--- src/verilog/prs_defs.svh ---
`ifndef PRS_DEFS_SVH
`define PRS_DEFS_SVH
// register byte offsets
`define PRS_A_CTRL 8'h00
`define PRS_A_PSEL 8'h04
`define PRS_A_START 8'h08
`define PRS_A_DISP 8'h0c
`define PRS_A_MVRST 8'h10
`define PRS_A_MVMAN 8'h14
`define PRS_A_STBY 8'h18
`define PRS_A_SEGT 8'h1c
`define PRS_A_PASS 8'h20
`define PRS_A_CMD 8'h24
`define PRS_A_STAT 8'h28
`define PRS_A_POS 8'h2c
// register field positions
`define PRS_B_RUN 0
`define PRS_B_HOLD 1
`define PRS_B_RMODE 2
`define PRS_B_MANEN 3
`define PRS_B_MANUAL 4
`define PRS_B_AT 5
`define PRS_B_REMOTE 6
`define PRS_B_HC 7
`define PRS_B_PP 8
`define PRS_B_MVSEL 4
`define PRS_B_CMD_SU 0
// reset values and passcode
`define PRS_R_DISP 3'h3
`define PRS_R_START 2'h0
`define PRS_R_STBY 16'h0000
`define PRS_R_SEGT 16'h0010
`define PRS_PASSCODE 16'hff57
// timing
`define PRS_CLK_KHZ 250000
`define PRS_KEY_LONG_MS 3000
`define PRS_KEY_SHORT_MS 1000
`define PRS_IDLE_MS 2000
`define PRS_TICK_CYC 8'hfa
`endif

--- src/verilog/prs_pkg.sv ---
package prs_pkg;
   typedef enum logic [2:0] {
      PRS_ST_RESET = 3'b001,
      PRS_ST_RUN = 3'b010,
      PRS_ST_HOLD = 3'b100
   } prs_run_t;
   typedef enum logic [2:0] {
      PRS_LV_OPER = 3'b001,
      PRS_LV_INIT = 3'b010,
      PRS_LV_ADV = 3'b100
   } prs_lvl_t;
   typedef enum logic [1:0] {
      PRS_SU_CONT = 2'h0,
      PRS_SU_RESET = 2'h1,
      PRS_SU_RUN = 2'h2,
      PRS_SU_MANUAL = 2'h3
   } prs_start_t;
   typedef enum logic [1:0] {
      PRS_LN_NONE = 2'h0,
      PRS_LN_PROGSEG = 2'h1,
      PRS_LN_MV = 2'h2,
      PRS_LN_REM = 2'h3
   } prs_line_t;
   typedef enum logic [1:0] {
      PRS_SP_PROG = 2'h0,
      PRS_SP_FIXED = 2'h1,
      PRS_SP_REMOTE = 2'h2
   } prs_spm_t;
endpackage : prs_pkg

--- src/verilog/prs_seq.sv ---
// Chosen here: the placing of the registers and the APB interface to the registers.
`timescale 1ns/1ns
`include "prs_defs.svh"
// Behaviour
// run setting starts program execution; reset setting stops it.
// hold suspends program progress until hold is cleared.
// program number change accepted only in reset status, else refused.
// entering reset zeroes segment, time, repetitions; clears hold, loads program, cancels tuning.
// stop-control reset halts regulation and outputs the reset manipulated value.
// fixed set-point reset behaviour: run always enters program set-point mode.
// fixed set-point reset behaviour: reset moves to fixed/remote set point, keeps regulating.
// fixed set-point reset behaviour makes segment 0 a ramp from active set point.
// four-way startup choice: continue, reset, run from start, manual.
// startup also applied on software reset and return to operation level.
// run startup restarts program, standby included, from first segment.
// continue/manual keep progress state; reset/run keep program, auto/manual, manual value.
// manual startup choice refused while manual operation is disabled.
// run startup reloads remaining standby with full standby time.
// manual startup from auto: reset outputs manual value, or 0 in fixed mode.
// display selection 0..7 chooses third-line content.
// display selection defaults to 3, program and segment number.
// selections 1,2,5,6: each mode key press swaps the third-line content.
// heat/cool with value shown: selector picks heating or cooling value, only then.
// position-proportional variant shows valve-opening value.
// advanced level needs code -169, then key press or two idle seconds.
// key held three seconds enters initial level; one second steps back.
// transitions evaluated synchronously, one state change per control tick.
module prs_seq #(
   parameter logic [31:0] KEY_LONG_CYC = `PRS_KEY_LONG_MS * `PRS_CLK_KHZ,
   parameter logic [31:0] KEY_SHORT_CYC = `PRS_KEY_SHORT_MS * `PRS_CLK_KHZ,
   parameter logic [31:0] IDLE_CYC = `PRS_IDLE_MS * `PRS_CLK_KHZ
) (
   input wire logic pclk,
   input wire logic presetn,
   input wire logic psel,
   input wire logic penable,
   input wire logic pwrite,
   input wire logic [7:0] paddr,
   input wire logic [31:0] pwdata,
   output logic [31:0] prdata,
   output logic pready,
   output logic pslverr,
   input wire logic level_key_n,
   input wire logic mode_key_n,
   input wire logic [15:0] pid_mv,
   input wire logic [15:0] cool_mv,
   input wire logic [15:0] valve_mv,
   output logic ctrl_on,
   output logic [15:0] mv_out,
   output logic [1:0] sp_mode,
   output logic seg0_ramp,
   output logic autotune_cancel,
   output logic [1:0] third_line_content_select,
   output logic [15:0] third_line_value,
   output logic [2:0] menu_level
);
   function automatic logic prs_known(input logic [7:0] a);
      return a[1:0] == 2'h0 && a <= `PRS_A_POS;
   endfunction : prs_known

   function automatic prs_pkg::prs_line_t prs_line(input logic [2:0] d, input logic alt);
      unique case (d)
         3'h1: return alt ? prs_pkg::PRS_LN_MV : prs_pkg::PRS_LN_PROGSEG;
         3'h2: return alt ? prs_pkg::PRS_LN_PROGSEG : prs_pkg::PRS_LN_MV;
         3'h3: return prs_pkg::PRS_LN_PROGSEG;
         3'h4: return prs_pkg::PRS_LN_MV;
         3'h5: return alt ? prs_pkg::PRS_LN_REM : prs_pkg::PRS_LN_PROGSEG;
         3'h6: return alt ? prs_pkg::PRS_LN_REM : prs_pkg::PRS_LN_MV;
         3'h7: return prs_pkg::PRS_LN_REM;
         default: return prs_pkg::PRS_LN_NONE;
      endcase
   endfunction : prs_line

   logic key_s1_r, key_s2_r, key_d_r, mkey_s1_r, mkey_s2_r, mkey_d_r;
   logic [8:0] ctl_r, ctl_nxt;
   logic [2:0] psel_r, psel_nxt, prog_r, prog_nxt, disp_r, disp_nxt;
   logic [1:0] start_r, start_nxt;
   logic mvsel_r, mvsel_nxt;
   logic [15:0] mvrst_r, mvrst_nxt, mvman_r, mvman_nxt, stby_r, stby_nxt, segt_r, segt_nxt;
   prs_pkg::prs_run_t st_r, st_nxt;
   logic [4:0] seg_r, seg_nxt;
   logic [15:0] el_r, el_nxt, segel_r, segel_nxt, stleft_r, stleft_nxt;
   logic [7:0] reps_r, reps_nxt;
   logic from_auto_r, from_auto_nxt, su_pend_r, su_pend_nxt, atc_r, atc_nxt;
   logic [7:0] tick_cnt_r, tick_cnt_nxt;
   logic tick;
   logic [31:0] prdata_r, prdata_nxt;
   logic pready_r, pready_nxt, pslverr_r, pslverr_nxt;
   logic setup, wr, wr_pass;
   prs_pkg::prs_lvl_t lvl_r, lvl_nxt;
   logic [31:0] keycnt_r, keycnt_nxt, idle_r, idle_nxt;
   logic wrel_r, wrel_nxt, pw_ok_r, pw_ok_nxt, alt_r, alt_nxt, lv_ret;
   logic ctrl_on_r, ctrl_on_nxt, seg0_r, seg0_nxt;
   logic [15:0] mv_r, mv_nxt, tlv_r, tlv_nxt;
   logic [1:0] spm_r, spm_nxt;
   prs_pkg::prs_line_t line_r, line_nxt;

   assign setup = psel && !penable;
   assign wr = psel && penable && pready_r && pwrite;
   assign wr_pass = wr && paddr == `PRS_A_PASS;
   assign tick = tick_cnt_r == 8'h00;

   // panel keys arrive asynchronously
   always_ff @(posedge pclk or negedge presetn) begin
      if (!presetn) begin
         key_s1_r <= 1'b1;
         key_s2_r <= 1'b1;
         key_d_r <= 1'b1;
         mkey_s1_r <= 1'b1;
         mkey_s2_r <= 1'b1;
         mkey_d_r <= 1'b1;
      end else begin
         key_s1_r <= level_key_n;
         key_s2_r <= key_s1_r;
         key_d_r <= key_s2_r;
         mkey_s1_r <= mode_key_n;
         mkey_s2_r <= mkey_s1_r;
         mkey_d_r <= mkey_s2_r;
      end
   end

   // bus, configuration and program sequencing
   always_comb begin
      ctl_nxt = ctl_r;
      psel_nxt = psel_r;
      start_nxt = start_r;
      disp_nxt = disp_r;
      mvsel_nxt = mvsel_r;
      mvrst_nxt = mvrst_r;
      mvman_nxt = mvman_r;
      stby_nxt = stby_r;
      segt_nxt = segt_r;
      prog_nxt = prog_r;
      st_nxt = st_r;
      seg_nxt = seg_r;
      el_nxt = el_r;
      segel_nxt = segel_r;
      stleft_nxt = stleft_r;
      reps_nxt = reps_r;
      from_auto_nxt = from_auto_r;
      atc_nxt = 1'b0;
      su_pend_nxt = su_pend_r;
      tick_cnt_nxt = tick ? `PRS_TICK_CYC - 8'h01 : tick_cnt_r - 8'h01;
      pready_nxt = setup;
      pslverr_nxt = 1'b0;
      prdata_nxt = 32'h0000_0000;
      if (setup) begin
         pslverr_nxt = !prs_known(paddr);
         if (pwrite && paddr == `PRS_A_PSEL && st_r != prs_pkg::PRS_ST_RESET)
            pslverr_nxt = 1'b1;
         if (pwrite && paddr == `PRS_A_START && pwdata[1:0] == prs_pkg::PRS_SU_MANUAL && !ctl_r[`PRS_B_MANEN])
            pslverr_nxt = 1'b1;
         unique case (paddr)
            `PRS_A_CTRL: prdata_nxt = {23'h0, ctl_r};
            `PRS_A_PSEL: prdata_nxt = {29'h0, psel_r};
            `PRS_A_START: prdata_nxt = {30'h0, start_r};
            `PRS_A_DISP: prdata_nxt = {27'h0, mvsel_r, 1'b0, disp_r};
            `PRS_A_MVRST: prdata_nxt = {16'h0, mvrst_r};
            `PRS_A_MVMAN: prdata_nxt = {16'h0, mvman_r};
            `PRS_A_STBY: prdata_nxt = {16'h0, stby_r};
            `PRS_A_SEGT: prdata_nxt = {16'h0, segt_r};
            `PRS_A_STAT: prdata_nxt = {16'h0, stleft_r[3:0], 1'b0, lvl_r, line_r, 1'b0, su_pend_r, from_auto_r, st_r};
            `PRS_A_POS: prdata_nxt = {reps_r, prog_r, seg_r, el_r};
            default: prdata_nxt = 32'h0000_0000;
         endcase
      end
      if (wr && !pslverr_r) begin
         unique case (paddr)
            `PRS_A_CTRL: ctl_nxt = pwdata[8:0];
            `PRS_A_PSEL: psel_nxt = pwdata[2:0];
            `PRS_A_START: start_nxt = pwdata[1:0];
            `PRS_A_DISP: begin
               disp_nxt = pwdata[2:0];
               // selector offered only for heat/cool with the value on show
               if (ctl_r[`PRS_B_HC] && line_r == prs_pkg::PRS_LN_MV)
                  mvsel_nxt = pwdata[`PRS_B_MVSEL];
            end
            `PRS_A_MVRST: mvrst_nxt = pwdata[15:0];
            `PRS_A_MVMAN: mvman_nxt = pwdata[15:0];
            `PRS_A_STBY: stby_nxt = pwdata[15:0];
            `PRS_A_SEGT: segt_nxt = pwdata[15:0];
            default: ;
         endcase
      end
      // set wins: a new startup request in the consuming tick stays pending
      if (tick && su_pend_r)
         su_pend_nxt = 1'b0;
      if ((wr && paddr == `PRS_A_CMD && pwdata[`PRS_B_CMD_SU]) || lv_ret)
         su_pend_nxt = 1'b1;
      if (tick) begin
         if (su_pend_r) begin
            unique case (start_r)
               prs_pkg::PRS_SU_RESET: begin
                  ctl_nxt[`PRS_B_RUN] = 1'b0;
                  ctl_nxt[`PRS_B_HOLD] = 1'b0;
                  st_nxt = prs_pkg::PRS_ST_RESET;
                  seg_nxt = 5'h00;
                  el_nxt = 16'h0000;
                  segel_nxt = 16'h0000;
                  reps_nxt = 8'h00;
                  stleft_nxt = stby_r;
                  prog_nxt = psel_r;
                  // startup into reset is a reset entry too, so tuning is cancelled
                  ctl_nxt[`PRS_B_AT] = 1'b0;
                  atc_nxt = 1'b1;
               end
               prs_pkg::PRS_SU_RUN: begin
                  ctl_nxt[`PRS_B_RUN] = 1'b1;
                  ctl_nxt[`PRS_B_HOLD] = 1'b0;
                  st_nxt = prs_pkg::PRS_ST_RUN;
                  seg_nxt = 5'h00;
                  el_nxt = 16'h0000;
                  segel_nxt = 16'h0000;
                  reps_nxt = 8'h00;
                  stleft_nxt = stby_r;
               end
               prs_pkg::PRS_SU_MANUAL: begin
                  from_auto_nxt = !ctl_r[`PRS_B_MANUAL];
                  ctl_nxt[`PRS_B_MANUAL] = 1'b1;
               end
               default: ;
            endcase
         end else if (ctl_r[`PRS_B_RUN] && st_r == prs_pkg::PRS_ST_RESET) begin
            st_nxt = prs_pkg::PRS_ST_RUN;
            from_auto_nxt = 1'b0;
         end else if (!ctl_r[`PRS_B_RUN] && st_r != prs_pkg::PRS_ST_RESET) begin
            st_nxt = prs_pkg::PRS_ST_RESET;
            seg_nxt = 5'h00;
            el_nxt = 16'h0000;
            segel_nxt = 16'h0000;
            reps_nxt = 8'h00;
            stleft_nxt = stby_r;
            ctl_nxt[`PRS_B_HOLD] = 1'b0;
            ctl_nxt[`PRS_B_AT] = 1'b0;
            prog_nxt = psel_r;
            atc_nxt = 1'b1;
         end else if (st_r == prs_pkg::PRS_ST_RUN && ctl_r[`PRS_B_HOLD]) begin
            st_nxt = prs_pkg::PRS_ST_HOLD;
         end else if (st_r == prs_pkg::PRS_ST_HOLD && !ctl_r[`PRS_B_HOLD]) begin
            st_nxt = prs_pkg::PRS_ST_RUN;
         end else if (st_r == prs_pkg::PRS_ST_RUN) begin
            if (stleft_r != 16'h0000) begin
               stleft_nxt = stleft_r - 16'h0001;
            end else begin
               el_nxt = el_r + 16'h0001;
               if (segel_r + 16'h0001 >= segt_r) begin
                  segel_nxt = 16'h0000;
                  seg_nxt = seg_r + 5'h01;
                  if (seg_r == 5'h1f)
                     reps_nxt = reps_r + 8'h01;
               end else begin
                  segel_nxt = segel_r + 16'h0001;
               end
            end
         end
      end
      if (st_r == prs_pkg::PRS_ST_RESET && !su_pend_r)
         prog_nxt = psel_r;
   end

   always_ff @(posedge pclk or negedge presetn) begin
      if (!presetn) begin
         ctl_r <= 9'h000;
         psel_r <= 3'h0;
         start_r <= `PRS_R_START;
         disp_r <= `PRS_R_DISP;
         mvsel_r <= 1'b0;
         mvrst_r <= 16'h0000;
         mvman_r <= 16'h0000;
         stby_r <= `PRS_R_STBY;
         segt_r <= `PRS_R_SEGT;
         prog_r <= 3'h0;
         st_r <= prs_pkg::PRS_ST_RESET;
         seg_r <= 5'h00;
         el_r <= 16'h0000;
         segel_r <= 16'h0000;
         stleft_r <= 16'h0000;
         reps_r <= 8'h00;
         from_auto_r <= 1'b0;
         su_pend_r <= 1'b0;
         atc_r <= 1'b0;
         tick_cnt_r <= 8'h00;
         prdata_r <= 32'h0000_0000;
         pready_r <= 1'b0;
         pslverr_r <= 1'b0;
      end else begin
         ctl_r <= ctl_nxt;
         psel_r <= psel_nxt;
         start_r <= start_nxt;
         disp_r <= disp_nxt;
         mvsel_r <= mvsel_nxt;
         mvrst_r <= mvrst_nxt;
         mvman_r <= mvman_nxt;
         stby_r <= stby_nxt;
         segt_r <= segt_nxt;
         prog_r <= prog_nxt;
         st_r <= st_nxt;
         seg_r <= seg_nxt;
         el_r <= el_nxt;
         segel_r <= segel_nxt;
         stleft_r <= stleft_nxt;
         reps_r <= reps_nxt;
         from_auto_r <= from_auto_nxt;
         su_pend_r <= su_pend_nxt;
         atc_r <= atc_nxt;
         tick_cnt_r <= tick_cnt_nxt;
         prdata_r <= prdata_nxt;
         pready_r <= pready_nxt;
         pslverr_r <= pslverr_nxt;
      end
   end

   // front-panel level walk
   always_comb begin
      lvl_nxt = lvl_r;
      wrel_nxt = wrel_r;
      pw_ok_nxt = pw_ok_r;
      alt_nxt = alt_r;
      lv_ret = 1'b0;
      keycnt_nxt = key_s2_r ? 32'h0 : (keycnt_r == 32'hffff_ffff ? keycnt_r : keycnt_r + 32'h1);
      idle_nxt = !key_s2_r ? 32'h0 : (idle_r == 32'hffff_ffff ? idle_r : idle_r + 32'h1);
      // a long hold must be released before it counts again
      if (key_s2_r)
         wrel_nxt = 1'b0;
      if (!mkey_s2_r && mkey_d_r && (disp_r == 3'h1 || disp_r == 3'h2 || disp_r == 3'h5 || disp_r == 3'h6))
         alt_nxt = !alt_r;
      if (wr && paddr == `PRS_A_DISP)
         alt_nxt = 1'b0;
      unique case (lvl_r)
         prs_pkg::PRS_LV_OPER: begin
            if (!key_s2_r && !wrel_r && keycnt_r >= KEY_LONG_CYC - 32'h1) begin
               lvl_nxt = prs_pkg::PRS_LV_INIT;
               wrel_nxt = 1'b1;
               pw_ok_nxt = 1'b0;
            end
         end
         prs_pkg::PRS_LV_INIT: begin
            if (wr_pass)
               pw_ok_nxt = pwdata[15:0] == `PRS_PASSCODE;
            if (!key_s2_r && !wrel_r && keycnt_r >= KEY_SHORT_CYC - 32'h1) begin
               lvl_nxt = prs_pkg::PRS_LV_OPER;
               wrel_nxt = 1'b1;
               pw_ok_nxt = 1'b0;
               lv_ret = 1'b1;
            end else if (pw_ok_r && ((!key_s2_r && key_d_r) || idle_r >= IDLE_CYC - 32'h1)) begin
               lvl_nxt = prs_pkg::PRS_LV_ADV;
               pw_ok_nxt = 1'b0;
            end
         end
         prs_pkg::PRS_LV_ADV: begin
            if (!key_s2_r && !wrel_r && keycnt_r >= KEY_SHORT_CYC - 32'h1) begin
               lvl_nxt = prs_pkg::PRS_LV_INIT;
               wrel_nxt = 1'b1;
            end
         end
      endcase
   end

   always_ff @(posedge pclk or negedge presetn) begin
      if (!presetn) begin
         lvl_r <= prs_pkg::PRS_LV_OPER;
         wrel_r <= 1'b0;
         pw_ok_r <= 1'b0;
         alt_r <= 1'b0;
         keycnt_r <= 32'h0;
         idle_r <= 32'h0;
      end else begin
         lvl_r <= lvl_nxt;
         wrel_r <= wrel_nxt;
         pw_ok_r <= pw_ok_nxt;
         alt_r <= alt_nxt;
         keycnt_r <= keycnt_nxt;
         idle_r <= idle_nxt;
      end
   end

   // control outputs and third line
   always_comb begin
      ctrl_on_nxt = !(st_r == prs_pkg::PRS_ST_RESET && !ctl_r[`PRS_B_RMODE]);
      seg0_nxt = ctl_r[`PRS_B_RMODE];
      if (st_r != prs_pkg::PRS_ST_RESET)
         spm_nxt = prs_pkg::PRS_SP_PROG;
      else
         spm_nxt = ctl_r[`PRS_B_REMOTE] ? prs_pkg::PRS_SP_REMOTE : prs_pkg::PRS_SP_FIXED;
      if (ctl_r[`PRS_B_MANUAL])
         mv_nxt = (st_r == prs_pkg::PRS_ST_RESET && ctl_r[`PRS_B_RMODE] && from_auto_r) ? 16'h0000 : mvman_r;
      else if (st_r == prs_pkg::PRS_ST_RESET && !ctl_r[`PRS_B_RMODE])
         mv_nxt = mvrst_r;
      else
         mv_nxt = pid_mv;
      line_nxt = prs_line(disp_r, alt_r);
      unique case (line_r)
         prs_pkg::PRS_LN_PROGSEG: tlv_nxt = {5'h00, prog_r, 3'h0, seg_r};
         prs_pkg::PRS_LN_MV: tlv_nxt = ctl_r[`PRS_B_PP] ? valve_mv :
            ((ctl_r[`PRS_B_HC] && mvsel_r) ? cool_mv : mv_r);
         prs_pkg::PRS_LN_REM: tlv_nxt = segt_r - segel_r;
         default: tlv_nxt = 16'h0000;
      endcase
   end

   always_ff @(posedge pclk or negedge presetn) begin
      if (!presetn) begin
         ctrl_on_r <= 1'b0;
         seg0_r <= 1'b0;
         spm_r <= 2'h1;
         mv_r <= 16'h0000;
         line_r <= prs_pkg::PRS_LN_PROGSEG;
         tlv_r <= 16'h0000;
      end else begin
         ctrl_on_r <= ctrl_on_nxt;
         seg0_r <= seg0_nxt;
         spm_r <= spm_nxt;
         mv_r <= mv_nxt;
         line_r <= line_nxt;
         tlv_r <= tlv_nxt;
      end
   end

   assign prdata = prdata_r;
   assign pready = pready_r;
   assign pslverr = pslverr_r;
   assign ctrl_on = ctrl_on_r;
   assign mv_out = mv_r;
   assign sp_mode = spm_r;
   assign seg0_ramp = seg0_r;
   assign autotune_cancel = atc_r;
   assign third_line_content_select = line_r;
   assign third_line_value = tlv_r;
   assign menu_level = lvl_r;
endmodule : prs_seq

--- config.mk ---
export PLATFORM = sky130hd
export DESIGN_NAME = prs_seq
export DESIGN_NICKNAME = d
export VERILOG_FILES = /design/src/verilog/prs_pkg.sv /design/src/verilog/prs_seq.sv
export VERILOG_INCLUDE_DIRS = /design/src /design/src/verilog
export SDC_FILE = /design/constraint.sdc
export NUM_CORES = 1
export LEC_CHECK = 0
export ABC_AREA = 1
export BUFFER_PORTS_ARGS = -buffer_cell sky130_fd_sc_hd__clkbuf_2
export CORE_ASPECT_RATIO = 1.4
export CORE_MARGIN = 10
export CORE_UTILIZATION = 45
export CTS_CLUSTER_DIAMETER = 150
export DETAILED_ROUTE_END_ITERATION = 10
export GPL_ROUTABILITY_DRIVEN = 1
export PLACE_DENSITY = 0.64
export RECOVER_POWER = 25
export SYNTH_ARGS = -nofsm -noshare
export SYNTH_HDL_FRONTEND = slang
export SYNTH_SLANG_ARGS = --single-unit
--- constraint.sdc ---
create_clock -name pclk -period 3.7 [get_ports pclk]
set_clock_uncertainty 0.05 [all_clocks]
set_input_delay 0.37 -clock pclk [delete_from_list [all_inputs] [get_ports pclk]]
set_output_delay 0.37 -clock pclk [all_outputs]
set_load 0.005 [all_outputs]
== Word level (Yosys, flattened, before mapping) ==
Index checks and enable logic that the tools add are counted.

* Add/sub/neg operators: 9
* Magnitude comparators: 5
* Eq/ne operators: 51
* Multiplexer cells: 121
* Reduce and logical (&&, ||, !) cells: 87

{| class="wikitable"
|+ Operators with widths
! operator !! count
|-
| 16-bit two-way mux || 29
|-
| 32-bit one-hot mux with 10 select lines || 1
|-
| 32-bit two-way mux || 5
|-
| 8-bit two-way mux || 11
|-
| 32-bit by 1-bit adder with 32-bit output, second input constant || 2
|-
| 32-bit == test, second input constant || 2
|-
| 16-bit one-hot mux with 3 select lines || 1
|-
| 3-bit two-way mux || 15
|-
| 5-bit two-way mux || 9
|-
| 1-bit two-way mux || 35
|-
| 1-bit logical AND || 33
|-
| 16-bit by 1-bit adder with 16-bit output, second input constant || 2
|-
| 8-bit by 5-bit == test with 1-bit output, second input constant || 4
|-
| 8-bit by 6-bit == test with 1-bit output, second input constant || 4
|-
| 32-bit by 28-bit greater-or-equal comparator with 1-bit output, second input constant || 1
|-
| 32-bit by 29-bit greater-or-equal comparator with 1-bit output, second input constant || 1
|-
| 32-bit by 30-bit greater-or-equal comparator with 1-bit output, second input constant || 1
|-
| 3-bit == test, second input constant || 6
|-
| 16-bit == test, second input constant || 1
|-
| 8-bit by 4-bit == test with 1-bit output, second input constant || 2
|-
| 16-bit greater-or-equal comparator || 1
|-
| 8-bit logical NOT || 2
|-
| 2-bit AND reduction || 8
|-
| 16-bit nonzero test || 1
|-
| 37 further kinds || 96
|}

* Bits in registers: 308
* Bits of input ports: 95
* Output and inout bits: 76
* Logic and storage cells: 315

== Depth between registers and ports, before layout ==
* Depth after elaboration: 10
* Gate-level depth with buffers: 20
* Depth with buffers taken out: 19

== Worst setup path before layout ==
Ideal clock, no wire load.

* Path type: flip-flop to flip-flop
* Start: register segel_r[0]
* End: register segel_r[10]
* Setup time: 0.127 ns
* Arrival time: 2.690 ns
* Required time: 3.523 ns
* Setup slack: 0.833 ns
* Cell stages (with the launch flop): 21
* Path buffers: 1
* Clock period less this slack: 2.867 ns
* Cell sequence: dfrtp_1 ha_1 nand2_1 nor2_1 nand3_1 nor2_1 nand2_1 nor2_1 nand3_1 xor2_1 ha_1 nand2_1 inv_1 nand3_1 nor3_1 nand3_1 nand4_1 inv_1 buf_2 nand3_1 o21ai_0

* Word-level cells in the longest chain between the ends: 10

{| class="wikitable"
|+ RTL lines
! what !! line !! source
|-
| start: declaration || prs_seq.sv:82 || <nowiki>logic [15:0] el_r, el_nxt, segel_r, segel_nxt, stleft_r, stleft_nxt;</nowiki>
|-
| start signal: assignment || prs_seq.sv:300 || <nowiki>segel_r <= segel_nxt;</nowiki>
|-
| 16-bit by 1-bit adder with 16-bit output * || prs_seq.sv:246, prs_seq.sv:252 ||
|-
| 16-bit greater-or-equal comparator || prs_seq.sv:246 || <nowiki>if (segel_r + 16'h0001 >= segt_r) begin</nowiki>
|-
| 16-bit two-way mux * || prs_seq.sv:246 ||
|-
| 16-bit two-way mux * || prs_seq.sv:242 || <nowiki>if (stleft_r != 16'h0000) begin</nowiki>
|-
| 16-bit two-way mux * || prs_seq.sv:241 || <nowiki>end else if (st_r == prs_pkg::PRS_ST_RUN) begin</nowiki>
|-
| 16-bit two-way mux * || prs_seq.sv:239 || <nowiki>end else if (st_r == prs_pkg::PRS_ST_HOLD && !ctl_r[`PRS_B_HOLD]) begin</nowiki>
|-
| 16-bit two-way mux * || prs_seq.sv:237 || <nowiki>end else if (st_r == prs_pkg::PRS_ST_RUN && ctl_r[`PRS_B_HOLD]) begin</nowiki>
|-
| 16-bit two-way mux * || prs_seq.sv:226 || <nowiki>end else if (!ctl_r[`PRS_B_RUN] && st_r != prs_pkg::PRS_ST_RESET) begin</nowiki>
|-
| 16-bit two-way mux * || prs_seq.sv:223 || <nowiki>end else if (ctl_r[`PRS_B_RUN] && st_r == prs_pkg::PRS_ST_RESET) begin</nowiki>
|-
| 16-bit two-way mux * || prs_seq.sv:191 || <nowiki>if (su_pend_r) begin</nowiki>
|}

Mark *: on every way between the ends. The rest lies on a longest branch, timed or not. The select of a mux whose other input is x is not followed.
A chain may end at the register's enable or synchronous reset.

== Worst setup path in the final report ==
* Start: register segel_r[0]
* End: register segel_r[13]

Same word-level chain as after synthesis.

==> run metrics <==
status=finished, violations left; failing checks=capacitance limit, slew limit; RSZ-0062 raised after global routing=no; endpoints failing hold=0; placed instance area=18730 sq um; Synth async-reset ratio=100.0%; Clock transition at path regs=0.06 ns; critical path class=flop to flop; Residual DRC=0; WL met3=3092 microns; most area-hungry cell type in the Yosys netlist=dfrtp_1; Startpoint Class=flop; multi-input logic area=8285 sq um; Tmin final=3.374 ns; wire length on met1=23150 microns; total negative slack=0 ns; antenna-violating nets left=0; Fmax=0.2964 GHz; final instance area=20000 sq um; CP max stage delay=0.42 ns; FF+latch area=7725 sq um; CTS max path bufs=3; worst slew pin tran=2.695 ns; crit-path most repeated cell=nand3_1; Internal=5.860 mW; Antenna Cells=0; Num CTS Buffers=35; final WL=59450 microns; CTS H-tree depth=2; cell chain of the critical path=ha_1 > nand2_1 > nor2_1 > nand3_1 > nor2_1 > nand2_1 > nor2_1 > nand3_1 > xor2_1 > ha_1 > nand2_1 > inv_1 > nand3_1 > nor3_1 > nand3_1 > nand4_1 > inv_1 > buf_4 > nand3_1 > o21ai_0; syn nets=2452; DR vias=16601; P_leak=9.425 nW; Post-CTS Setup Inserts=0; drt pass-1 iters=6; largest fanout on the critical path=16; die width=186.3 microns; Main synth FF type=dfrtp_1; Synth Area in Adders=3.202%; complex-gate fraction of the synthesized area=14.45%; Hold WS=0.02526 ns; CTS tree=done; Top Metal Used=met5; Slew HR=-79.65%; CTS Sinks=308; layout cells sized above 1=11.88%; Mapped Area=17430 sq um; Synth area leaders=dfrtp_1 (42%), nand2_1 (12%), inv_1 (6.1%); Slew Limit Fails=97; Rows=85; io pins=171; first-pass GRT wire length=90760 microns; die area=47110 sq um; routed vias/inst=5.524; Final Wtd Congestion=0.9409; endpoints failing setup=0; clock share of power=51.0%; cell count after synthesis=2313; top-count cell post-synth=nand2_1; Post-synth EDFFs=0; number of cells after detailed placement=2938; Post-Layout Cell Count=3005; DP Wirelength=45180 microns; DRT iter0 DRCs=1514; largest net degree at the start of global routing=99; commonest cells in the netlist=nand2_1 (535), dfrtp_1 (295), inv_1 (281), nor2_1 (215), o21ai_0 (208); vias in the first global route=16152; starting density of the core=45.39%; slowest CP cell=dfrtp_2; Max-Cap Viols=1; P per Cell Area=376.8 nW/um^2; Root Buffer=clkbuf_16; Met2 Routed Length=29590 microns; overall power=7.536 mW; worst r2r path cells=20; Post-Synth Simple-Gate Area=28.02%; core area=38390 sq um; Congestion Overflow GR=0; NetSw=1.676 mW; min-delay worst type=primary input to flop; initial antenna violation count=3; Distinct cells, synth=55; Required @ worst endpoint=4.04 ns; Die Ht=252.8 microns; Final #Nets=2597; Switching Fraction=22.24%; maximum VDD drop=324.5 uV; reg2reg setup slack=0.33 ns; final worst path period share=91.20%; synthesized area per cell=7.534 sq um; CP endpoint kind=flop; hold depth=3; sequential power share=45.3%; FF+latch count, synth=308; sequential element share of the synthesized area=44.32%; Total Routing Usage GR=24.26%; largest family of logic cells by synthesized area=simple AND/OR/NAND/NOR gates; area delta synth->final=14.75%; mux cell area share after synthesis=0%; Comb pwr share=3.7%; port bufs=154; Post-Synth XOR/XNOR Area=1.910%; Synth top area share=42.36%; Fill cells=3746; later-pin clock latency in the skew report=0.54 ns; wire length per cell=19.78 microns; CP Data Arrival Time=3.71 ns; Yosys Warn Count=0
## what timing repair did
| action | CTS | global route |
|---|---|---|
| hold endpoints to repair | 88 | 0 |
| setup endpoints to repair | 0 | 7 |
| gates resized for setup | 0 | 2 |
| hold buffers | 5 | 0 |
## power groups by stage
stage | sequential (mW) | combinational (mW) | clock, mW
finish | 3.41 | 0.278 | 3.85
global route | 3.41 | 0.311 | 4.03
CTS | 3.41 | 0.283 | 3.90
detailed placement | 3.47 | 0.277 | 0
global placement | 3.47 | 0.274 | 0
floorplan | 3.46 | 0.0915 | 0
## metal layers
layer / track usage (%) / vias up
li1: - / 7954
met1: 28.06 / 7941
met2: 42.08 / 544
met3: 3.607 / 156
met4: 14.15 / 6
met5: 0 / -
## through the flow
| step | worst slack [ns] | util, % |
|---|---|---|
| after CTS | 0.2602 | 52.19 |
| after global placement | 0.3348 | 48.79 |
| after floorplan | 0.8332 | - |
| final | 0.3258 | 52.09 |
| after detailed placement | 0.2782 | 48.79 |
| after global routing | 0.06210 | 52.09 |
## area by class of cell
cell class,instances,share of cell area [%]
Tap cell,522,3.266
Timing Repair Buffer,179,4.861
Sequential cell,308,38.63
Inverter,293,5.525
Clock buffer,48,5.037
Multi-Input combinational cell,1641,41.43
Clock inverter,14,1.251
## critical path: cells and delay by family, from the launching register on
| family | cells | cell delay (ns) |
|---|---|---|
| DFF | 1 | 0.42 |
| buffers and inverters | 3 | 0.33 |
| AOI/OAI and AO/OA | 1 | 0.09 |
| and+or+nand+nor | 13 | 1.71 |
| adders and majority gates | 2 | 0.48 |
| xor gates and xnor gates | 1 | 0.17 |
## cells in the final DEF (no fill, tap or decap), types with 10 or more instances in the layout
master / synthesis / layout
nor3_1: 75 / 75
nand4_1: 39 / 39
a21oi_1: 114 / 114
or2_2: 23 / 23
clkbuf_2: 0 / 141
buf_4: 3 / 16
xor2_1: 33 / 33
nand3_1: 167 / 168
clkbuf_1: 53 / 21
dfstp_2: 13 / 10
o21ai_0: 208 / 208
nor4_1: 22 / 22
ha_1: 43 / 43
o31ai_1: 22 / 22
clkbuf_16: 0 / 37
inv_1: 281 / 281
a31oi_1: 21 / 21
a211oi_1: 10 / 10
nand2_1: 535 / 535
dfrtp_1: 295 / 294
nor2_2: 10 / 10
nor2_1: 215 / 215
o22ai_1: 24 / 24
## final timing paths
check / start / end
min in group asynchronous: presetn / prdata[25]
min reg2reg: key_s1_r / key_s2_r
max reg2reg: segel_r[0] / segel_r[13]
min: pid_mv[4] / mv_out[4]
max: segel_r[0] / segel_r[13]
max in group asynchronous: presetn / third_line_value[12]
## cell families (layout without fill, tap and decap cells)
| family | after synthesis | after routing |
|---|---|---|
| AO/OA/AOI/OAI | 445 | 445 |
| XOR/XNOR | 38 | 38 |
| adder cells (fa/ha/maj) | 44 | 44 |
| buffers and inverters | 364 | 534 |
| flip-flops | 308 | 308 |
| AND/OR/NAND/NOR | 1114 | 1114 |
Note: power is estimated with default switching activity, not from simulation.
